--- src/logic/dgp_params.svh ---
// Constants of the dual GPIO port: register offsets, field positions and
// reset values. Assumes a 32-bit classic Wishbone slave with byte addresses.
`ifndef DGP_PARAMS_SVH
`define DGP_PARAMS_SVH

// ==========================================================================
// Register byte offsets
`define DGP_OFS_A_DATA      8'h00
`define DGP_OFS_A_DIR       8'h04
`define DGP_OFS_B_DATA      8'h08
`define DGP_OFS_B_DIR       8'h0c
`define DGP_OFS_EXT_MODE    8'h10
`define DGP_OFS_PULLUP      8'h14
`define DGP_OFS_HOLD        8'h18
`define DGP_OFS_REFRESH     8'h1c
`define DGP_OFS_WAIT1       8'h20
`define DGP_OFS_WAIT2       8'h24
`define DGP_OFS_BITOP       8'h28
`define DGP_OFS_STATUS      8'h2c

// ==========================================================================
// Field positions
`define DGP_PULLUP_A_BIT    6
`define DGP_HOLD_EN_BIT     0
`define DGP_REFRESH_EN_BIT  0
`define DGP_BITOP_PORT_BIT  4
`define DGP_BITOP_SET_BIT   3
`define DGP_WAIT_EXT_CODE   2'b11

// ==========================================================================
// Reset values
`define DGP_DIR_RST         8'hff
`define DGP_LATCH_RST       8'h00
`define DGP_MODE_RST        4'h0
`define DGP_CTL_RST         8'h00

`endif

--- src/logic/dgp_pkg.sv ---
// Types shared by the dual GPIO port files.
// Assumes nothing beyond a SystemVerilog compiler.
package dgp_pkg;

   // ========================================================================
   // Pin drive bundle: level and output enable per pin
   typedef struct packed {
      logic [7:0] out;
      logic [7:0] oe;
   } dgp_pins_s;

   // ========================================================================
   // Owner of port A bit 7
   typedef enum logic [1:0] {
      DGP_B7_PORT,
      DGP_B7_HOLD,
      DGP_B7_REFRESH
   } dgp_b7_owner_e;

endpackage

--- src/logic/dgp_wb_slave.sv ---
// Classic Wishbone slave front end of the dual GPIO port.
// Assumes the master holds its request until it sees ack.
`timescale 1ns/1ps

module dgp_wb_slave
#(
   parameter int AW = 8
)
(
   input  wire logic          clk_i,
   input  wire logic          rst_i,
   input  wire logic          wb_cyc_i,
   input  wire logic          wb_stb_i,
   input  wire logic          wb_we_i,
   input  wire logic [AW-1:0] wb_adr_i,
   input  wire logic [3:0]    wb_sel_i,
   input  wire logic [31:0]   wb_dat_i,
   output logic      [31:0]   wb_dat_o,
   output logic               wb_ack_o,
   input  wire logic [7:0]    rd_byte_i,
   output logic               wr_stb_o,
   output logic      [7:0]    wr_byte_o
);
   logic        ack_reg;
   logic [31:0] dat_reg;
   wire         req = wb_cyc_i & wb_stb_i;

   // Elaboration check on address width
   if (AW < 6)
   begin : g_bad_aw
      $error("dgp_wb_slave: AW must be at least 6");
   end

   // ========================================================================
   // One wait state: ack in the cycle after the request, read data with it
   always_ff @(posedge clk_i)
   begin
      if (rst_i)
      begin
         ack_reg <= 1'b0;
         dat_reg <= 32'h0000_0000;
      end
      else
      begin
         ack_reg <= req & ~ack_reg;
         dat_reg <= {24'h00_0000, rd_byte_i};
      end
   end

   // Write takes effect on the edge at which the master samples ack
   assign wr_stb_o  = req & wb_we_i & ack_reg & wb_sel_i[0];
   assign wr_byte_o = wb_dat_i[7:0];
   assign wb_ack_o  = ack_reg;
   assign wb_dat_o  = dat_reg;

endmodule

--- src/logic/dgp_port_bits.sv ---
// One bidirectional port: output latch, direction register, read path.
// Assumes pin inputs are synchronous to clk_i; control owner drives masks.
`include "dgp_params.svh"
`timescale 1ns/1ps

module dgp_port_bits
#(
   parameter int W = 8
)
(
   input  wire logic         clk_i,
   input  wire logic         rst_i,
   input  wire logic         latch_we_i,
   input  wire logic [W-1:0] latch_d_i,
   input  wire logic         dir_we_i,
   input  wire logic [W-1:0] dir_d_i,
   input  wire logic [W-1:0] pin_i,
   input  wire logic [W-1:0] ctl_mask_i,
   input  wire logic [W-1:0] ctl_out_i,
   input  wire logic [W-1:0] ctl_oe_i,
   output logic      [W-1:0] pin_o,
   output logic      [W-1:0] pin_oe_o,
   output logic      [W-1:0] rd_o,
   output logic      [W-1:0] dir_o,
   output logic      [W-1:0] latch_o
);
   logic [W-1:0] latch_reg;
   logic [W-1:0] dir_reg;

   if (W < 1 || W > 8)
   begin : g_bad_w
      $error("dgp_port_bits: W must be 1 to 8");
   end

   // ========================================================================
   // Latch takes every written bit, input or output alike
   always_ff @(posedge clk_i)
   begin
      if (rst_i)
      begin
         latch_reg <= W'(`DGP_LATCH_RST);
         dir_reg   <= W'(`DGP_DIR_RST);
      end
      else
      begin
         if (latch_we_i)
            latch_reg <= latch_d_i;
         if (dir_we_i)
            dir_reg <= dir_d_i;
      end
   end

   // ========================================================================
   // Per-bit drive and read selection
   for (genvar n = 0; n < W; n++)
   begin : g_bit
      assign pin_o[n]    = ctl_mask_i[n] ? ctl_out_i[n] : latch_reg[n];
      assign pin_oe_o[n] = ctl_mask_i[n] ? ctl_oe_i[n] : ~dir_reg[n];
      assign rd_o[n]     = ctl_mask_i[n] ? 1'b0
                         : (dir_reg[n] ? pin_i[n] : latch_reg[n]);
   end

   assign dir_o   = dir_reg;
   assign latch_o = latch_reg;

endmodule

--- src/logic/dgp_gpio.sv ---
// Dual 8-bit GPIO port with memory-bus pin sharing, classic Wishbone regs.
// Assumes one 200 MHz clock, synchronous pins and a core that supplies the
// upper address, strobes, hold acknowledge and refresh pulses.
//
// Contract
// - Extension mode field picks address and strobe pins
// - Unclaimed port A pins act as plain I/O
// - Output bit driven from latch, latch holds
// - Output bit reads back latch; writes update it
// - Input bit reads the pin level
// - Port write stores every latch bit
// - Input bit driver is high impedance
// - Turning output drives stored latch at once
// - No read path to input bit latch
// - Bit set/clear is whole-port read-modify-write
// - Control pins ignore writes, read as zero
// - Pull-up on input A pins when enabled
// - Port B direction per bit, own register
// - Port B pins readable at any time
// - Port B resets to all inputs
// - Analog inputs always available, no mode
// - Port B has no pull-ups
// - Port A resets to all inputs
// - Bit 6 hold request, bit 7 hold acknowledge
// - Bit 7 refresh request when refresh enabled; here hold owns bit 7 when both are enabled
// - Bit 6 wait input when selected or input
//
// Design decisions made here: register access over Wishbone and the register offsets.
`include "dgp_params.svh"
`timescale 1ns/1ps

module dgp_gpio
#(
   parameter int AW = 8
)
(
   input  wire logic              clk_i,
   input  wire logic              rst_i,
   input  wire logic              wb_cyc_i,
   input  wire logic              wb_stb_i,
   input  wire logic              wb_we_i,
   input  wire logic [AW-1:0]     wb_adr_i,
   input  wire logic [3:0]        wb_sel_i,
   input  wire logic [31:0]       wb_dat_i,
   output logic      [31:0]       wb_dat_o,
   output logic                   wb_ack_o,
   input  wire logic [7:0]        port_a_pins_i,
   output dgp_pkg::dgp_pins_s     port_a_pins_o,
   output logic      [7:0]        port_a_pullup_o,
   input  wire logic [7:0]        port_b_pins_i,
   output dgp_pkg::dgp_pins_s     port_b_pins_o,
   output logic      [7:0]        analog_inputs_o,
   input  wire logic [3:0]        upper_address_i,
   input  wire logic              read_strobe_n_i,
   input  wire logic              write_strobe_n_i,
   input  wire logic              bus_hold_ack_i,
   input  wire logic              refresh_pulse_i,
   output logic                   bus_hold_request_o,
   output logic                   ext_wait_n_o
);
   import dgp_pkg::*;

   // ========================================================================
   // Configuration registers
   logic [3:0] memory_extension_mode_reg;
   logic [7:0] pullup_option_reg;
   logic [7:0] hold_mode_reg;
   logic [7:0] refresh_mode_reg;
   logic [7:0] wait_control_reg_one;
   logic [7:0] wait_control_reg_two;

   // Bus side signals
   logic       wr_stb;
   logic [7:0] wr_byte;
   logic [7:0] rd_byte;
   wire  [7:0] adr8 = 8'(wb_adr_i);

   // Port side signals
   logic [7:0] a_rd;
   logic [7:0] a_dir;
   logic [7:0] a_latch;
   logic [7:0] a_out;
   logic [7:0] a_oe;
   logic [7:0] b_rd;
   logic [7:0] b_dir;
   logic [7:0] b_latch;
   logic [7:0] b_out;
   logic [7:0] b_oe;

   // ========================================================================
   // Address decode
   wire sel_a_data  = (adr8 == `DGP_OFS_A_DATA);
   wire sel_a_dir   = (adr8 == `DGP_OFS_A_DIR);
   wire sel_b_data  = (adr8 == `DGP_OFS_B_DATA);
   wire sel_b_dir   = (adr8 == `DGP_OFS_B_DIR);
   wire sel_mode    = (adr8 == `DGP_OFS_EXT_MODE);
   wire sel_pullup  = (adr8 == `DGP_OFS_PULLUP);
   wire sel_hold    = (adr8 == `DGP_OFS_HOLD);
   wire sel_refresh = (adr8 == `DGP_OFS_REFRESH);
   wire sel_wait1   = (adr8 == `DGP_OFS_WAIT1);
   wire sel_wait2   = (adr8 == `DGP_OFS_WAIT2);
   wire sel_bitop   = (adr8 == `DGP_OFS_BITOP);
   wire sel_status  = (adr8 == `DGP_OFS_STATUS);

   // ========================================================================
   // Wishbone front end
   dgp_wb_slave #(.AW(AW)) u_bus
   (
      .clk_i     (clk_i),
      .rst_i     (rst_i),
      .wb_cyc_i  (wb_cyc_i),
      .wb_stb_i  (wb_stb_i),
      .wb_we_i   (wb_we_i),
      .wb_adr_i  (wb_adr_i),
      .wb_sel_i  (wb_sel_i),
      .wb_dat_i  (wb_dat_i),
      .wb_dat_o  (wb_dat_o),
      .wb_ack_o  (wb_ack_o),
      .rd_byte_i (rd_byte),
      .wr_stb_o  (wr_stb),
      .wr_byte_o (wr_byte)
   );

   // ========================================================================
   // Control-pin ownership of port A
   wire hold_en    = hold_mode_reg[`DGP_HOLD_EN_BIT];
   wire refresh_en = refresh_mode_reg[`DGP_REFRESH_EN_BIT];
   wire pullup_en  = pullup_option_reg[`DGP_PULLUP_A_BIT];

   // Modes 0100-0111 give strobes; 1000 and 1001 add address pins
   wire mode_strobe = (memory_extension_mode_reg[3:2] == 2'b01)
                    | (memory_extension_mode_reg[3:1] == 3'b100);
   wire mode_a17    = (memory_extension_mode_reg[3:1] == 3'b100);
   wire mode_a19    = (memory_extension_mode_reg == 4'h9);

   // External wait chosen by any wait field at the external code
   logic [7:0] wait_fields_ext;
   for (genvar f = 0; f < 4; f++)
   begin : g_wait
      assign wait_fields_ext[f]   = (wait_control_reg_one[2*f+1 -: 2]
                                     == `DGP_WAIT_EXT_CODE);
      assign wait_fields_ext[f+4] = (wait_control_reg_two[2*f+1 -: 2]
                                     == `DGP_WAIT_EXT_CODE);
   end
   wire ext_wait_sel = |wait_fields_ext;

   // Hold takes bit 7 ahead of refresh: a held bus cannot be refreshed
   dgp_b7_owner_e b7_owner;
   assign b7_owner = hold_en    ? DGP_B7_HOLD
                   : refresh_en ? DGP_B7_REFRESH
                   : DGP_B7_PORT;

   logic b7_ctl;
   logic b7_level;
   always_comb
   begin
      b7_ctl   = 1'b0;
      b7_level = 1'b0;
      unique case (b7_owner)
         DGP_B7_PORT:
         begin
            b7_ctl   = 1'b0;
            b7_level = 1'b0;
         end
         DGP_B7_HOLD:
         begin
            b7_ctl   = 1'b1;
            b7_level = bus_hold_ack_i;
         end
         DGP_B7_REFRESH:
         begin
            b7_ctl   = 1'b1;
            b7_level = refresh_pulse_i;
         end
      endcase
   end

   // Pins not claimed here stay ordinary I/O
   wire b6_ctl = hold_en | ext_wait_sel;
   wire [7:0] a_ctl_mask = {b7_ctl, b6_ctl, {2{mode_strobe}},
                            {2{mode_a19}}, {2{mode_a17 | mode_a19}}};
   wire [7:0] a_ctl_out  = {b7_level, 1'b0, write_strobe_n_i,
                            read_strobe_n_i, upper_address_i};
   // Bit 6 is only ever an input in control mode
   wire [7:0] a_ctl_oe   = 8'hbf;

   // Wait input also follows the pin whenever bit 6 is set as input
   wire wait_active = ext_wait_sel | a_dir[6];
   assign ext_wait_n_o       = wait_active ? port_a_pins_i[6] : 1'b1;
   assign bus_hold_request_o = hold_en & port_a_pins_i[6];

   // ========================================================================
   // Single-bit set/clear: read whole port, change one bit, write back
   wire        bitop_b   = wr_byte[`DGP_BITOP_PORT_BIT];
   wire        bitop_set = wr_byte[`DGP_BITOP_SET_BIT];
   wire [2:0]  bitop_idx = wr_byte[2:0];
   wire [7:0]  bitop_src = bitop_b ? b_rd : a_rd;
   wire [7:0]  bitop_msk = 8'h01 << bitop_idx;
   wire [7:0]  bitop_val = bitop_set ? (bitop_src | bitop_msk)
                                     : (bitop_src & ~bitop_msk);
   wire        bitop_wr  = wr_stb & sel_bitop;

   // Latch write strobes and data for both ports
   wire       a_latch_we = (wr_stb & sel_a_data) | (bitop_wr & ~bitop_b);
   wire       b_latch_we = (wr_stb & sel_b_data) | (bitop_wr & bitop_b);
   wire [7:0] latch_d    = bitop_wr ? bitop_val : wr_byte;

   // ========================================================================
   // Port A: control functions overlay the plain I/O bits
   dgp_port_bits #(.W(8)) u_port_a
   (
      .clk_i      (clk_i),
      .rst_i      (rst_i),
      .latch_we_i (a_latch_we),
      .latch_d_i  (latch_d),
      .dir_we_i   (wr_stb & sel_a_dir),
      .dir_d_i    (wr_byte),
      .pin_i      (port_a_pins_i),
      .ctl_mask_i (a_ctl_mask),
      .ctl_out_i  (a_ctl_out),
      .ctl_oe_i   (a_ctl_oe),
      .pin_o      (a_out),
      .pin_oe_o   (a_oe),
      .rd_o       (a_rd),
      .dir_o      (a_dir),
      .latch_o    (a_latch)
   );

   // Port B: no control functions, own direction register
   dgp_port_bits #(.W(8)) u_port_b
   (
      .clk_i      (clk_i),
      .rst_i      (rst_i),
      .latch_we_i (b_latch_we),
      .latch_d_i  (latch_d),
      .dir_we_i   (wr_stb & sel_b_dir),
      .dir_d_i    (wr_byte),
      .pin_i      (port_b_pins_i),
      .ctl_mask_i (8'h00),
      .ctl_out_i  (8'h00),
      .ctl_oe_i   (8'h00),
      .pin_o      (b_out),
      .pin_oe_o   (b_oe),
      .rd_o       (b_rd),
      .dir_o      (b_dir),
      .latch_o    (b_latch)
   );

   assign port_a_pins_o = '{out: a_out, oe: a_oe};
   assign port_b_pins_o = '{out: b_out, oe: b_oe};

   // Pull-ups only on port A inputs; port B has none at all
   assign port_a_pullup_o = {8{pullup_en}} & a_dir;
   // Converter taps the pins with no mode gating
   assign analog_inputs_o = port_b_pins_i;

   // ========================================================================
   // Configuration register writes
   always_ff @(posedge clk_i)
   begin
      if (rst_i)
      begin
         memory_extension_mode_reg <= `DGP_MODE_RST;
         pullup_option_reg         <= `DGP_CTL_RST;
         hold_mode_reg             <= `DGP_CTL_RST;
         refresh_mode_reg          <= `DGP_CTL_RST;
         wait_control_reg_one      <= `DGP_CTL_RST;
         wait_control_reg_two      <= `DGP_CTL_RST;
      end
      else if (wr_stb)
      begin
         if (sel_mode)
            memory_extension_mode_reg <= wr_byte[3:0];
         if (sel_pullup)
            pullup_option_reg <= wr_byte;
         if (sel_hold)
            hold_mode_reg <= wr_byte;
         if (sel_refresh)
            refresh_mode_reg <= wr_byte;
         if (sel_wait1)
            wait_control_reg_one <= wr_byte;
         if (sel_wait2)
            wait_control_reg_two <= wr_byte;
      end
   end

   // ========================================================================
   // Read mux; data registers read pins for inputs, latch for outputs
   // Port B pins read whether or not the converter samples them
   assign rd_byte = sel_a_data  ? a_rd
                  : sel_a_dir   ? a_dir
                  : sel_b_data  ? b_rd
                  : sel_b_dir   ? b_dir
                  : sel_mode    ? {4'h0, memory_extension_mode_reg}
                  : sel_pullup  ? pullup_option_reg
                  : sel_hold    ? hold_mode_reg
                  : sel_refresh ? refresh_mode_reg
                  : sel_wait1   ? wait_control_reg_one
                  : sel_wait2   ? wait_control_reg_two
                  : sel_status  ? a_ctl_mask
                  : 8'h00;

   // ========================================================================
   // Checks
   property p_addr_pins;
      @(posedge clk_i) disable iff (rst_i)
      (memory_extension_mode_reg == 4'h9)
         |-> (a_oe[3:0] == 4'hf) && (a_out[3:0] == upper_address_i);
   endproperty
   a_addr_pins: assert property (p_addr_pins)
      else $error("address pins not driven in mode 1001");

   property p_port_mode_free;
      @(posedge clk_i) disable iff (rst_i)
      (memory_extension_mode_reg == 4'h0) && !hold_en && !ext_wait_sel
         && !refresh_en |-> (a_oe == ~a_dir);
   endproperty
   a_port_mode_free: assert property (p_port_mode_free)
      else $error("plain port pins not following direction");

   property p_hold_latch;
      @(posedge clk_i) disable iff (rst_i)
      !a_latch_we[*2] |-> $stable(a_latch);
   endproperty
   a_hold_latch: assert property (p_hold_latch)
      else $error("latch changed without a write");

   property p_out_read;
      @(posedge clk_i) disable iff (rst_i)
      (!a_dir[0] && !a_ctl_mask[0]) |-> (a_rd[0] == a_latch[0])
                                      && (a_out[0] == a_latch[0]);
   endproperty
   a_out_read: assert property (p_out_read)
      else $error("output bit read or drive differs from latch");

   property p_in_read;
      @(posedge clk_i) disable iff (rst_i)
      (b_dir[3]) |-> (b_rd[3] == port_b_pins_i[3]) && !b_oe[3];
   endproperty
   a_in_read: assert property (p_in_read)
      else $error("input bit read is not the pin level");

   property p_write_all;
      @(posedge clk_i) disable iff (rst_i)
      (wr_stb && sel_b_data) |=> (b_latch == $past(wr_byte));
   endproperty
   a_write_all: assert property (p_write_all)
      else $error("port write missed a latch bit");

   property p_turn_out;
      @(posedge clk_i) disable iff (rst_i)
      $rose(!b_dir[5]) |-> b_oe[5] && (b_out[5] == b_latch[5]);
   endproperty
   a_turn_out: assert property (p_turn_out)
      else $error("turning to output did not drive latch");

   property p_bitop;
      @(posedge clk_i) disable iff (rst_i)
      (bitop_wr && !bitop_b) |=> (a_latch[$past(bitop_idx)]
                                  == $past(bitop_set));
   endproperty
   a_bitop: assert property (p_bitop)
      else $error("bit set/clear gave wrong latch bit");

   property p_ctl_read_zero;
      @(posedge clk_i) disable iff (rst_i)
      ((a_rd & a_ctl_mask) == 8'h00);
   endproperty
   a_ctl_read_zero: assert property (p_ctl_read_zero)
      else $error("control pin visible to software");

   property p_pullup;
      @(posedge clk_i) disable iff (rst_i)
      pullup_en ? (port_a_pullup_o == a_dir)
                : (port_a_pullup_o == 8'h00);
   endproperty
   a_pullup: assert property (p_pullup)
      else $error("pull-up does not follow input bits");

   property p_reset_dirs;
      @(posedge clk_i)
      rst_i ##1 !rst_i |-> (a_dir == 8'hff) && (b_dir == 8'hff)
                           && (a_oe == 8'h00) && (b_oe == 8'h00);
   endproperty
   a_reset_dirs: assert property (p_reset_dirs)
      else $error("ports not all inputs after reset");

   property p_hold_pins;
      @(posedge clk_i) disable iff (rst_i)
      hold_en |-> (bus_hold_request_o == port_a_pins_i[6])
                  && !a_oe[6] && a_oe[7] && (a_out[7] == bus_hold_ack_i);
   endproperty
   a_hold_pins: assert property (p_hold_pins)
      else $error("hold pins not in control mode");

   property p_refresh_pin;
      @(posedge clk_i) disable iff (rst_i)
      (refresh_en && !hold_en) |-> a_oe[7] && (a_out[7] == refresh_pulse_i);
   endproperty
   a_refresh_pin: assert property (p_refresh_pin)
      else $error("refresh pin not driven");

   property p_wait_in;
      @(posedge clk_i) disable iff (rst_i)
      (ext_wait_sel || a_dir[6]) |-> (ext_wait_n_o == port_a_pins_i[6]);
   endproperty
   a_wait_in: assert property (p_wait_in)
      else $error("wait input not following bit 6");

endmodule

--- config.mk ---
export PLATFORM = sky130hd
export DESIGN_NAME = dgp_gpio
export DESIGN_NICKNAME = d
export VERILOG_FILES = /design/src/logic/dgp_pkg.sv /design/src/logic/dgp_wb_slave.sv /design/src/logic/dgp_port_bits.sv /design/src/logic/dgp_gpio.sv
export VERILOG_INCLUDE_DIRS = /design/src /design/src/logic
export SDC_FILE = /design/constraint.sdc
export NUM_CORES = 1
export LEC_CHECK = 0
export CAP_MARGIN = 15
export CORE_UTILIZATION = 45
export CTS_BUF_LIST = sky130_fd_sc_hd__clkbuf_4 sky130_fd_sc_hd__clkbuf_8 sky130_fd_sc_hd__clkbuf_16
export CTS_CLUSTER_DIAMETER = 200
export DETAILED_ROUTE_END_ITERATION = 7
export DONT_BUFFER_PORTS = 1
export HOLD_SLACK_MARGIN = 0.02
export PLACE_DENSITY = 0.66
export SLEW_MARGIN = 30
export SYNTH_ARGS = -nofsm -noshare
export SYNTH_HDL_FRONTEND = slang
export SYNTH_SLANG_ARGS = --single-unit
export TNS_END_PERCENT = 10
--- constraint.sdc ---
create_clock -name clk_i -period 3.6 [get_ports clk_i]
set_clock_uncertainty 0.2 [all_clocks]
set_input_delay 0 -clock clk_i [delete_from_list [all_inputs] [get_ports clk_i]]
set_output_delay 0 -clock clk_i [all_outputs]
set_load 0.005 [all_outputs]
# Yosys cells after proc, flatten, opt, wreduce, memory -nomap -nowiden
# Index checks and enable logic that the tools add are counted.
# op_classes
n_eq_ne	24
shifts	1
mux	59
n_bitwise	41
n_reduce_logical	10
# op_table
op	n
$mux W8	14
$mux W1	41
$eq A8 B5 Y1 const B	4
$eq A8 B6 Y1 const B	4
$eq A2 B2 Y1 const B	9
$not A1 Y1	18
$and A8 B8 Y8	2
$eq A8 B4 Y1 const B	2
$and A1 B1 Y1	13
$reduce_and A2 Y1	6
$eq A8 B3 Y1 const B	1
$logic_not A8 Y1	1
$not A8 Y8	1
$or A8 B8 Y8	1
$reduce_or A8 Y1	1
$shl A1 B3 Y8 const A	1
$or A1 B1 Y1	6
$eq A2 B1 Y1 const B	2
$eq A4 B4 Y1 const B	1
$mux W2	2
$eq A3 B3 Y1 const B	1
$pmux W1 S3	1
$logic_not A2 Y1	1
$pmux W1 S2	1
$reduce_or A2 Y1	1
# totals
ff_bits	109
inputBits	73
word_cells	148

# Longest topological paths before layout
# depth
word_depth	16
ltp_mapped	7

# By module
# From an unflattened synthesis, not the netlist that was laid out.
# unflattened
cells_unflattened	649
area_unflattened_um2	5520.3
# modules_own_cells
mod	instances	cells_each	area_per_inst_um2	seq_area_each_um2
dgp_gpio	1	411	3304.4	880.8
dgp_port_bits	2	92	859.6	320.3
dgp_wb_slave	1	54	496.7	180.2

# Least setup slack after synthesis
# No wires, ideal clock.
# synth_path
kind	register -> register
startpoint	register u_bus.ack_reg, in the netlist u_bus.wb_ack_o
endpoint	register u_port_a.dir_reg[2], in the netlist u_port_a.dir_o[2]
setup_time_ns	0.130
t_arrival_ns	1.771
required_time_ns	3.270
setup_slack_ns	1.500
stages_incl_launch_ff	7
path_buffers	1
period_less_slack_ns	2.100
cell_sequence	dfxtp_1 > and3_1 > clkbuf_1 > nand2_1 > nor3_4 > mux2i_1 > nand2_1
# synth_via
elab_chain_len	3
# synth_rtl
element	line_no	rtl
start, declared	dgp_wb_slave.sv:24	logic ack_reg;
start signal, assigned	dgp_wb_slave.sv:45	ack_reg <= req & ~ack_reg;
$and A1 B1 Y1 (2 in series)	dgp_wb_slave.sv:51	assign wr_stb_o = req & wb_we_i & ack_reg & wb_sel_i[0];
$and A1 B1 Y1	dgp_gpio.sv:216	.dir_we_i (wr_stb & sel_a_dir),
end signal, assigned	dgp_port_bits.sv:42	dir_reg <= W'(`DGP_DIR_RST);
end signal, assigned	dgp_port_bits.sv:49	dir_reg <= dir_d_i;
end, declared	dgp_port_bits.sv:28	logic [W-1:0] dir_reg;
# No other way between the ends.
# A chain may end at the register's enable or synchronous reset.

# Final worst setup path
# layout_path
startpoint	input port wb_adr_i[4]
endpoint	register u_port_b.latch_reg[1], in the netlist u_port_b.latch_o[1]
# layout_via
elab_chain_len	4
# layout_rtl
element	line_no	rtl
start, declared	dgp_gpio.sv:42	input wire logic [AW-1:0] wb_adr_i,
$eq A8 B6 Y1 (no source line)	n/a	
$and A1 B1 Y1	dgp_gpio.sv:201	wire bitop_wr = wr_stb & sel_bitop;
$and A1 B1 Y1	dgp_gpio.sv:205	wire b_latch_we = (wr_stb & sel_b_data) | (bitop_wr & bitop_b);
$or A1 B1 Y1	dgp_gpio.sv:205	
end signal, assigned	dgp_port_bits.sv:41	latch_reg <= W'(`DGP_LATCH_RST);
end signal, assigned	dgp_port_bits.sv:47	latch_reg <= latch_d_i;
end, declared	dgp_port_bits.sv:27	logic [W-1:0] latch_reg;
# Several ways; a longest one is shown, not always the timed one.

==> run metrics <==
outcome finished clean; fmax 0.294 GHz; Slew @ Worst Pin 961 ps; CP Capture Type register; DIE AREA 11900 sq um; Adder-Cell Fraction of Synth Area 0; Pleak 2.21 nW; dominant cell type by area after synthesis dfxtp_1; Synth top area share 0.330; Crit Path Category in -> reg; initial antenna violation count 0; Simple-Gate Fraction of Synth Area 0.228; placed wire-length estimate 10.8 mm; Post-synth EDFFs 0; Yosys warnings 0; final max-slew violation count 0; sequential-to-total area share from yosys stat 0.330; Pwr Density 352 nW/um^2; Synth cell types 65; Pre-antenna DRT Iters 5; placed insts 715; worst skew pair latency 350 ps; startpoint types input port; Seq cells post-synth 85; FP Rows 38; Avg Cell Area, Syn 8.23 sq um; Area after DPL 5000 sq um; aggregate global routing overflow 0; Setup-failing EPs final 0; Synth Area in XOR/XNOR 0; TNS Setup 0 ps; CP cell instances dlygate4sd3_1 > nor4_4 > dlygate4sd3_1 > a21oi_1 > nor3_4 > buf_4 > nand3_1 > dlygate4sd3_1 > a21oi_1 > dlygate4sd3_1; Core Area 11000 sq um; largest stage delay on the critical path 680 ps; synthesized instance count 627; largest net degree at the start of global routing 72; Post-synth top cells dfxtp_1, nor2_1, nand2_1; ys flop type dfxtp_1; Total Power 2.09 mW; Layout area overhead 15.2%; design area 5940 sq um; initial core utilization 0.470; Arr. time, crit path 3500 ps; Max rail drop VDD 220 uV; total number of vias 4960; post-route ant nets 0; Synth Area in Compound Gates 0.191; DRC 0; slowest CP cell dlygate4sd3_1; vias in the first global route 4587; Final Hold Fails 0; Max clock buf depth 2; asr flop ratio synth 0; CTS tree built; Max-Cap Viols 0; Final nets 720; final instance count without filler cells 792; RSZ-0062 raised after global routing no; Die Y 109 um; Crit path top cell by count dlygate4sd3_1; initial drt markers 466; routed len/inst 21.2 um; Area contributors post-synth dfxtp_1, mux2i_1, nor2_1; worst hold path type in -> reg; CTS buffer count 9; Worst Path Max Fanout 8; final period utilization 0.946; clk sinks 85; DIE WIDTH 109 um; largest family of logic cells by synthesized area simple AND/OR/NAND/NOR gates; fill count 990; All-Layer GR Usage 0.287; vias per std cell 6.26; Cell Area, Synth 5160 sq um; Critical Path RT 3690 ps; final WL 16.8 mm; Setup WS pre-CTS 1130 ps; relative slew slack 0.357; Final min period 3410 ps; root buf cell clkbuf_16; # IOs 156; first-pass GRT wire length 25.4 mm; Worst-path clk slew 60 ps; H-tree levels 3; most frequent cell after synthesis dfxtp_1; layout cells sized above 1 0.0828; ant diodes 0; mux share of post-synthesis cell area 0.157; setup ws final 193 ps; # port buffers 0; Routability Congestion 0.945
## worst paths after layout
check / end / slack [ps] / start / depth (start not counted)
setup / recovery: u_port_b.latch_o[1] / 190 / wb_adr_i[4] / 10
hold / removal: u_port_b.latch_o[5] / 30 / wb_dat_i[4] / 5
hold reg to reg: u_port_a.latch_o[1] / 280 / u_port_a.latch_o[1] / 2
setup reg to reg: u_port_b.latch_o[1] / 230 / u_bus.wb_ack_o / 8
## logic make-up (layout without fill, tap and decap cells)
kind of cell           Yosys count  count (layout)
AOI/OAI and AO/OA              144             144
buffers and inverters           90              92
DFF                             85              85
muxes                           79              79
other                            1              24
and+or+nand+nor                228             228
## cell type report
class	count	area, sq um	share of cell area
clock buffers	10	239	0.0402
multi-input cells	475	3080	0.518
well taps	140	175	0.0295
inverters	14	52.6	0.00884
clock inverters	6	68.8	0.0116
repair buffers	62	628	0.106
flip-flops and latches	85	1700	0.286
## power breakdown
group	internal (mW)	switching [mW]	total, mW	leakage, nW
combinational	0.0698	0.113	0.183	1.38
sequential	0.941	0.000809	0.942	0.685
clock	0.563	0.404	0.967	0.150
total	1.57	0.518	2.09	2.21
## per-layer routing
layer / part of all wire / global-route usage / vias up
met3: 0.098 / 0.0747 / 58
met5: 0 / 0 / -
met4: 0.036 / 0.121 / 0
li1: - / - / 2233
met2: 0.47 / 0.474 / 312
met1: 0.40 / 0.352 / 2357
## metrics by stage
step	hold WS [ps]	util
2_1_floorplan	-120	-
4_1_cts	20.5	0.538
3_5_place_dp	-200	0.455
6_report	25.0	0.541
5_1_grt	37.7	0.541
3_3_place_gp	-200	0.455
## layout by cell type (no fill, tap or decap), types with 10 or more instances in the layout
| cell | synthesis | layout |
|---|---|---|
| dfxtp_1 | 85 | 85 |
| a21oi_1 | 37 | 37 |
| mux2_2 | 16 | 16 |
| o211ai_1 | 11 | 11 |
| a211oi_1 | 11 | 11 |
| inv_1 | 14 | 14 |
| nor3_1 | 10 | 10 |
| nor2_1 | 77 | 77 |
| conb_1 | 1 | 24 |
| dlygate4sd3_1 | 0 | 57 |
| nand2_1 | 70 | 70 |
| nand3_1 | 10 | 10 |
| o21ai_0 | 20 | 20 |
| and2_1 | 12 | 12 |
| mux2i_1 | 63 | 63 |
## worst max-delay path, delay by kind of cell
family	cells	cell delay [ps]
buffers and inverters	5	2640
AND/OR/NAND/NOR	3	630
AO/OA/AOI/OAI	2	220
## repair_timing
action	CTS	global route
hold endpoints to repair	102	0
endpoints found under the setup margin	0	1
hold buffers	58	0
resized for setup	0	2
setup buffers	0	3
No activity file was read; power rests on OpenSTA's default activity.
